`src/verilog/rcls_pkg.sv`:
```
// Package with register map, field layout and encodings of the setup state block
package rcls_pkg;
  // ****************************************************************
  // Register offsets (byte addresses)
  // ****************************************************************
  localparam logic [7:0] OFF_SETUP_WORD = 8'h00;
  localparam logic [7:0] OFF_RASTER_CFG = 8'h04;
  localparam logic [7:0] OFF_STATUS = 8'h08;
  // ****************************************************************
  // Setup word field positions
  // ****************************************************************
  localparam int SMOOTH_BIT = 31;
  localparam int CULL_HI = 30;
  localparam int CULL_LO = 29;
  localparam int RSVD_BIT = 28;
  localparam int WIDTH_HI = 27;
  localparam int WIDTH_LO = 18;
  localparam int WIDTH_W = 10;
  // Raster config fields
  localparam int WINDING_BIT = 0;
  localparam int MSMODE_LO = 8;
  localparam int MSMODE_HI = 9;
  // ****************************************************************
  // Reset values and responses
  // ****************************************************************
  localparam logic [31:0] SETUP_RESET = 32'h0000_0000;
  localparam logic [31:0] CFG_RESET = 32'h0000_0000;
  localparam logic [1:0] RESP_OKAY = 2'h0;
  localparam logic [1:0] RESP_SLVERR = 2'h2;
  // ****************************************************************
  // Encodings
  // ****************************************************************
  typedef enum logic [1:0] {
    cull_all_triangles = 2'h0,
    cull_no_triangles = 2'h1,
    cull_front_facing = 2'h2,
    cull_back_facing = 2'h3
  } rcls_cull_e;
  localparam logic front_is_clockwise = 1'h0;
  localparam logic front_is_counterclockwise = 1'h1;
  // Multisample modes 2h and 3h select multisample_raster_on
  localparam int MS_ON_BIT = 1;
  // Primitive kinds
  localparam logic [1:0] PRIM_POINT = 2'h0;
  localparam logic [1:0] PRIM_LINE = 2'h1;
  localparam logic [1:0] PRIM_TRIANGLE = 2'h2;
  localparam logic [1:0] PRIM_RECT = 2'h3;
endpackage

```
`src/verilog/rcls_cull_decide.sv`:
```
// Orientation culling decision for one primitive
`timescale 1ns/1ps
module rcls_cull_decide (
  // Primitive
  input wire logic [1:0] prim_kind,
  input wire logic screen_cw,
  // State
  input wire logic [1:0] cull_mode,
  input wire logic front_winding,
  // Result
  output logic discard
);
  logic front;
  always_comb begin
    // Front when screen order matches the winding setting
    front = (front_winding == rcls_pkg::front_is_clockwise) ? screen_cw : !screen_cw;
    discard = 1'b0;
    if (prim_kind == rcls_pkg::PRIM_TRIANGLE) begin
      case (cull_mode)
        rcls_pkg::cull_all_triangles: discard = 1'b1;
        rcls_pkg::cull_no_triangles: discard = 1'b0;
        rcls_pkg::cull_front_facing: discard = front;
        rcls_pkg::cull_back_facing: discard = !front;
        default: discard = 1'b0;
      endcase
    end
  end
endmodule

```
`src/verilog/rcls_setup.sv`:
```
// Setup state word holder with AXI4-Lite access, culling and line control
`timescale 1ns/1ps
// Contract
// - Bit 31 set enables alpha-based antialiasing of lines.
// - Smoothing is ignored while a multisample-on raster mode is selected.
// - Cull field 30:29: 0 all, 1 none, 2 front, 3 back discarded.
// - Culling applies to triangles only; others always pass.
// - Facing is decided from the front winding setting.
// - Line width is bits 27:18, unsigned 3.7 fixed point.
// - Zero width draws one-pixel, non-antialiased lines.
// - Zero width overrides smoothing; stored enable stays unchanged.
// - Zero-width lines use grid intersection quantization.
// - Winding 0 means clockwise front, 1 counter-clockwise front.
module rcls_setup (
  // Clock and reset
  input wire logic clock,
  input wire logic nrst,
  // AXI4-Lite write
  input wire logic [7:0] s_axi_awaddr,
  input wire logic s_axi_awvalid,
  output logic s_axi_awready,
  input wire logic [31:0] s_axi_wdata,
  input wire logic [3:0] s_axi_wstrb,
  input wire logic s_axi_wvalid,
  output logic s_axi_wready,
  output logic [1:0] s_axi_bresp,
  output logic s_axi_bvalid,
  input wire logic s_axi_bready,
  // AXI4-Lite read
  input wire logic [7:0] s_axi_araddr,
  input wire logic s_axi_arvalid,
  output logic s_axi_arready,
  output logic [31:0] s_axi_rdata,
  output logic [1:0] s_axi_rresp,
  output logic s_axi_rvalid,
  input wire logic s_axi_rready,
  // Primitive in
  input wire logic prim_valid,
  input wire logic [1:0] prim_kind,
  input wire logic prim_screen_cw,
  // Primitive out to rasterizer
  output logic out_valid,
  output logic [1:0] out_kind,
  output logic out_discard,
  output logic out_smooth,
  output logic [rcls_pkg::WIDTH_W-1:0] out_line_width,
  output logic out_thin_line,
  output logic out_grid_quant
);
  // ****************************************************************
  // State
  // ****************************************************************
  typedef struct packed {
    logic [31:0] setup_word;
    logic [31:0] raster_cfg;
    logic aw_held;
    logic [7:0] aw_addr;
    logic w_held;
    logic [31:0] w_data;
    logic [3:0] w_strb;
    logic bvalid;
    logic [1:0] bresp;
    logic rvalid;
    logic [31:0] rdata;
    logic [1:0] rresp;
    logic [31:0] prim_count;
    logic [31:0] cull_count;
    logic o_valid;
    logic [1:0] o_kind;
    logic o_discard;
    logic o_smooth;
    logic [rcls_pkg::WIDTH_W-1:0] o_width;
    logic o_thin;
  } rcls_state_s;

  rcls_state_s state_reg;
  rcls_state_s state_next;
  logic discard;
  logic [rcls_pkg::WIDTH_W-1:0] line_width;
  logic ms_on;
  logic zero_width;
  logic smooth_eff;
  logic do_write;

  // ****************************************************************
  // Culling
  // ****************************************************************
  rcls_cull_decide u_cull (
    .prim_kind(prim_kind),
    .screen_cw(prim_screen_cw),
    .cull_mode(state_reg.setup_word[rcls_pkg::CULL_HI:rcls_pkg::CULL_LO]),
    .front_winding(state_reg.raster_cfg[rcls_pkg::WINDING_BIT]),
    .discard(discard)
  );

  // ****************************************************************
  // Line controls
  // ****************************************************************
  always_comb begin
    line_width = state_reg.setup_word[rcls_pkg::WIDTH_HI:rcls_pkg::WIDTH_LO];
    ms_on = state_reg.raster_cfg[rcls_pkg::MSMODE_LO + rcls_pkg::MS_ON_BIT];
    zero_width = (line_width == '0);
    // Stored enable untouched; only its effect is masked
    smooth_eff = state_reg.setup_word[rcls_pkg::SMOOTH_BIT] && !ms_on && !zero_width;
  end

  // ****************************************************************
  // Next state
  // ****************************************************************
  always_comb begin
    state_next = state_reg;
    do_write = 1'b0;
    if (s_axi_awvalid && !state_reg.aw_held) begin
      state_next.aw_held = 1'b1;
      state_next.aw_addr = s_axi_awaddr;
    end
    if (s_axi_wvalid && !state_reg.w_held) begin
      state_next.w_held = 1'b1;
      state_next.w_data = s_axi_wdata;
      state_next.w_strb = s_axi_wstrb;
    end
    if (state_reg.aw_held && state_reg.w_held && !state_reg.bvalid) begin
      do_write = 1'b1;
      state_next.aw_held = 1'b0;
      state_next.w_held = 1'b0;
      state_next.bvalid = 1'b1;
      state_next.bresp = rcls_pkg::RESP_OKAY;
      case (state_reg.aw_addr)
        rcls_pkg::OFF_SETUP_WORD: begin
          for (int i = 0; i < 4; i++) begin
            if (state_reg.w_strb[i]) begin
              state_next.setup_word[i*8 +: 8] = state_reg.w_data[i*8 +: 8];
            end
          end
        end
        rcls_pkg::OFF_RASTER_CFG: begin
          for (int i = 0; i < 2; i++) begin
            if (state_reg.w_strb[i]) begin
              state_next.raster_cfg[i*8 +: 8] = state_reg.w_data[i*8 +: 8];
            end
          end
        end
        rcls_pkg::OFF_STATUS: begin
          state_next.prim_count = '0;
          state_next.cull_count = '0;
        end
        default: state_next.bresp = rcls_pkg::RESP_SLVERR;
      endcase
    end
    if (state_reg.bvalid && s_axi_bready) begin
      state_next.bvalid = 1'b0;
    end
    if (s_axi_arvalid && !state_reg.rvalid) begin
      state_next.rvalid = 1'b1;
      state_next.rresp = rcls_pkg::RESP_OKAY;
      case (s_axi_araddr)
        rcls_pkg::OFF_SETUP_WORD: state_next.rdata = state_reg.setup_word;
        rcls_pkg::OFF_RASTER_CFG: begin
          state_next.rdata = {16'h0000, state_reg.raster_cfg[15:0]};
        end
        rcls_pkg::OFF_STATUS: state_next.rdata = {state_reg.cull_count[15:0],
                                                  state_reg.prim_count[15:0]};
        default: begin
          state_next.rdata = 32'h0000_0000;
          state_next.rresp = rcls_pkg::RESP_SLVERR;
        end
      endcase
    end else if (state_reg.rvalid && s_axi_rready) begin
      state_next.rvalid = 1'b0;
    end

    // Primitive pipeline stage
    state_next.o_valid = prim_valid;
    if (prim_valid) begin
      state_next.o_kind = prim_kind;
      state_next.o_discard = discard;
      state_next.o_smooth = smooth_eff && (prim_kind == rcls_pkg::PRIM_LINE);
      state_next.o_width = line_width;
      state_next.o_thin = zero_width;
      // A status write drops a count taken in the same cycle
      if (!(do_write && state_reg.aw_addr == rcls_pkg::OFF_STATUS)) begin
        state_next.prim_count = state_reg.prim_count + 32'h0000_0001;
        if (discard) begin
          state_next.cull_count = state_reg.cull_count + 32'h0000_0001;
        end
      end
    end
  end

  always_ff @(posedge clock) begin
    if (!nrst) begin
      state_reg <= '0;
      state_reg.setup_word <= rcls_pkg::SETUP_RESET;
      state_reg.raster_cfg <= rcls_pkg::CFG_RESET;
    end else begin
      state_reg <= state_next;
    end
  end

  // ****************************************************************
  // Outputs
  // ****************************************************************
  assign s_axi_awready = !state_reg.aw_held;
  assign s_axi_wready = !state_reg.w_held;
  assign s_axi_bvalid = state_reg.bvalid;
  assign s_axi_bresp = state_reg.bresp;
  assign s_axi_arready = !state_reg.rvalid;
  assign s_axi_rvalid = state_reg.rvalid;
  assign s_axi_rdata = state_reg.rdata;
  assign s_axi_rresp = state_reg.rresp;
  assign out_valid = state_reg.o_valid;
  assign out_kind = state_reg.o_kind;
  assign out_discard = state_reg.o_discard;
  assign out_smooth = state_reg.o_smooth;
  assign out_line_width = state_reg.o_width;
  assign out_thin_line = state_reg.o_thin;
  assign out_grid_quant = state_reg.o_thin;
endmodule

```
`config.mk`:
```
export PLATFORM = sky130hd
export DESIGN_NAME = rcls_setup
export DESIGN_NICKNAME = d
export VERILOG_FILES = /design/src/verilog/rcls_pkg.sv /design/src/verilog/rcls_cull_decide.sv /design/src/verilog/rcls_setup.sv
export SDC_FILE = /design/constraint.sdc
export NUM_CORES = 1
export LEC_CHECK = 0
export ABC_AREA = 1
export BUFFER_PORTS_ARGS = -buffer_cell sky130_fd_sc_hd__buf_2
export CORE_MARGIN = 2
export CORE_UTILIZATION = 55
export DETAILED_ROUTE_END_ITERATION = 10
export PLACE_DENSITY = 0.78
export REMOVE_ABC_BUFFERS = 1
export SYNTH_ARGS = -nofsm -noshare
export SYNTH_HDL_FRONTEND = slang
export SYNTH_SLANG_ARGS = --single-unit
```
`constraint.sdc`:
```
create_clock -name clock -period 2.35 [get_ports clock]
set_input_delay 0.3525 -clock clock [delete_from_list [all_inputs] [get_ports clock]]
set_output_delay 0.3525 -clock clock [all_outputs]
set_load 0.01 [all_outputs]
```
==> flow_summary_export.csv <==
group,metric,value,unit
status,run_status,"complete, no violations",
cells_and_area,largest_reg_flops,115,
setup_path,setup.worst_path.end_class,"flip-flop",
yosys,synth.ff_latch_count,178,
clock_tree,htree_levels,4,
sta,final_min_period_over_clock_period,0.737,
yosys,synth.cell_area,0.00787,sq mm
grt,grt_first_pass_wirelength,30800,microns
setup_path,critical_path.reg2reg.endpoint,"state_reg[208]$_SDFFE_PN0P_",
cells_and_area,areaGrowthSynthToFinish,12.1,%
clock_tree,numClockSinks,178,
grt,track_usage,0.257,
hold_path,hold_path_class,"in2reg",
die,rows,43,
sta,fin_worst_skew,0.00992,ns
yosys,synthDominantCellAreaShare,0.453,
yosys,yosysTopAreaCell,"dfxtp_1",
cells_and_area,antenna-diode-count,0,
grt,globalRouteOverflowTotal,0,
pwr,cell_internal_pwr,0.00484,W
routing,dr_total_vias,7235,
cells_and_area,most-common-layout-cells,"nand2_1, dfxtp_1, nor2_1, buf_2, a21oi_1",
sta,timing_worst_slew_pin_value,1.12,ns
yosys,area_fraction_in_compound_gates_after_synthesis,0.131,
die,die-area,0.0153,sq mm
setup_path,rr_worst_depth,7,
routing,ant_nets,0,
die,fp.dieW,124,microns
die,floorplan.initialDensity,0.565,
sta,finalWorstPathRequiredPeriod,1.73,ns
setup_path,criticalPathCategory,"reg2reg",
die,placeableCoreArea,0.0139,sq mm
yosys,synth_top_family_by_area,"simple AND/OR/NAND/NOR gates",
clock_tree,number_of_hold_buffers_added_after_cts,0,
die,die_h,124,microns
yosys,synth.area.mux_share,0,
cells_and_area,layout.cell_area.non_filler,0.00882,sq mm
placed_design,numPortBuffers,118,
placed_design,dpl_cell_area,0.00824,sq mm
die,design.portCount,121,
setup_path,crit_buf_inv,1,
clock_tree,cts.root.buffer_cell,"clkbuf_16",
sta,hold_violations,0,
clock_tree,clk-insertion-delay-late,0.43,ns
placed_design,detailed_place_hpwl,13100,microns
hold_path,worst_hold_startpoint,"s_axi_bready",
yosys,post_synth_fa_ha_maj_area_fraction,0.00318,
cells_and_area,leading_cell_type_in_the_layout_fill_and_taps_excluded,"nand2_1",
grt,grt_max_degree,66,
pwr,p_leak,3.77,nW
flow_run,drv.max_cap_violation_count,0,
sta,report.final.setup_viol,0,
yosys,synth_area_leaders,"dfxtp_1, nand2_1, nor2_1, a21oi_1, nand3_1",
yosys,yosysWarnings,0,
cells_and_area,drive_gt1_frac,0.153,
routing,routedWlPerCell,14.0,microns
cells_and_area,numnets_final,1239,
clock_tree,total_cts_buffers,17,
clock_tree,cts_post_setup_buffers_inserted,0,
clock_tree,clk_transition_reported_paths,0.07,ns
pwr,vdd_ir_drop_max,536,uV
grt,grt_antenna_before_repair,0,
setup_path,worst_ep_arrival_time,2.04,ns
clock_tree,cts_tree,"built",
pwr,p_sw,0.00156,W
setup_path,crit_path_start_kind,"flip-flop",
pwr,seqPwrFrac,0.494,
clock_tree,number_of_buffers_between_clock_root_and_the_deepest_sink,2,
setup_path,dominant_cell_type_by_count_on_the_critical_path,"nand2_1",
routing,drt_drc_violations_left,0,
pwr,p_clk_frac,0.434,
setup_path,regToRegStartpoint,"state_reg[155]$_SDFFE_PN0P_",
setup_path,critPathTopFamily,"simple AND/OR/NAND/NOR gates",
yosys,seq_area_frac_synth,0.453,
yosys,syn_area_per_cell,7.02,sq um
sta,grt_setup_unrepaired,"no",
pwr,power-per-cell-area,726,mW/mm^2
routing,drtPass1Iterations,5,
routing,route.detailed.vias_per_inst,5.30,
setup_path,critical_path.cell_chain,"nor2_2, nand2_2, nor3_4, buf_4, nand2_1, nand2_1, a21oi_1",
sta,fmax,0.577,GHz
routing,routed_wl,19100,microns
hold_path,whs_endpoint,"s_axi_bvalid$_SDFFE_PP0N_",
yosys,synthCells,1121,
yosys,synth_cell_types,28,
cells_and_area,postLayoutCoreUtil,0.633,
setup_path,cp.required,2.66,ns
setup_path,slowest_delay,0.33,ns
placed_design,routabilityCongestion,0.856,
setup_path,path_max_fanout,19,
grt,first_global_vias,6363,
sta,relative_max_transition_margin,0.254,
pwr,power,0.00641,W
setup_path,flop_to_flop_setup_slack,0.62,ns
sta,final_max_slew_viol_count,0,
pwr,power.switching_fraction,0.244,
yosys,synth_xor_xnor_area_share,0.00334,
hold_path,min_delay_path_depth,2,
yosys,synthSimpleGateAreaFrac,0.294,
setup_path,worst_path_max_delay_cell,"nor3_4",
clock_tree,cts_resized,0,
pwr,comb_power_share,0.072,
routing,drtIter0Drc,734,
-- metal layers --
metal | up-vias | track usage | routed length (microns) | share of wire
met5 | - | 0 | 0 | 0
met4 | 0 | 0.0753 | 252 | 0.013
met3 | 27 | 0.0508 | 1180 | 0.062
met2 | 229 | 0.391 | 8450 | 0.44
met1 | 3301 | 0.371 | 9170 | 0.48
li1 | 3678 | - | - | -
-- final cells by class --
type                       instances  area [sq um]
tap                              180           225
inverter                          79           297
timing repair buffer             138           753
multi-input combinational        760          3400
clock inverter                     9          96.3
fill                            1293          5110
clock buffer                      22           484
sequential                       178          3560
-- per-stage QoR --
stage / hold WS (ns) / cells / setup WS [ns] / TNS [ns]
after global routing: 0.0942 / 1366 / 0.423 / 0
after CTS: 0.0973 / 1366 / 0.638 / 0
final: 0.110 / 1366 / 0.617 / 0
after floorplan: 0.439 / 1017 / -0.0281 / -0.0561
after detailed placement: 0.452 / 1335 / 0.534 / 0
after global placement: 0.448 / 1335 / 0.600 / 0
-- power groups by stage --
stage	logic (W)	clock network [W]	registers (W)
finish	0.000459	0.00278	0.00317
global route	0.000515	0.00294	0.00318
CTS	0.000458	0.00280	0.00317
detailed placement	0.000455	0	0.00323
global placement	0.000447	0	0.00323
floorplan	0.000241	0	0.00323
-- worst register-to-register path, delay by kind of cell (launching register included) --
family / cells / cell delay (ns)
AOI/OAI and AO/OA: 1 / 0.07
DFF: 1 / 0.32
and+or+nand+nor: 5 / 0.93
buffers and inverters: 1 / 0.30
-- synth_stat cells --
library cell	n
a211oi_1	3
a21oi_1	105
buf_1	7
buf_2	12
buf_4	52
buf_6	1
clkbuf_1	33
clkinv_1	2
conb_1	1
dfxtp_1	178
ha_1	2
inv_1	75
inv_2	2
nand2_1	237
nand2_2	2
nand3_1	102
nand3_2	3
nand4_1	20
nor2_1	178
nor2_2	4
nor3_1	6
nor3_4	1
nor3b_1	1
o21a_1	1
o21ai_0	81
o21bai_1	9
xnor2_1	1
xor2_1	2
-- cells by family after synthesis --
logic type	Yosys count
compound gates	199
buf+inv	184
flops	178
other cells	1
fa+ha+maj	2
xor+xnor	3
simple gates	554
-- worst max-delay path by stage --
stage,endpoint,cells past startpoint,slack (ns),start
6_report,state_reg[208]$_SDFFE_PN0P_,7,0.62,state_reg[155]$_SDFFE_PN0P_
5_1_grt,state_reg[62]$_SDFF_PN0_,10,0.42,state_reg[48]$_SDFF_PN0_
4_1_cts,state_reg[208]$_SDFFE_PN0P_,7,0.64,state_reg[162]$_SDFFE_PN0P_
3_5_place_dp,s_axi_rdata[20]$_SDFFE_PN0P_,8,0.53,s_axi_araddr[1]
3_3_place_gp,state_reg[118]$_SDFFE_PN0P_,6,0.60,s_axi_wvalid
2_1_floorplan,state_reg[118]$_SDFFE_PN0P_,5,-0.03,s_axi_wvalid
No activity file was read; power rests on OpenSTA's default activity.
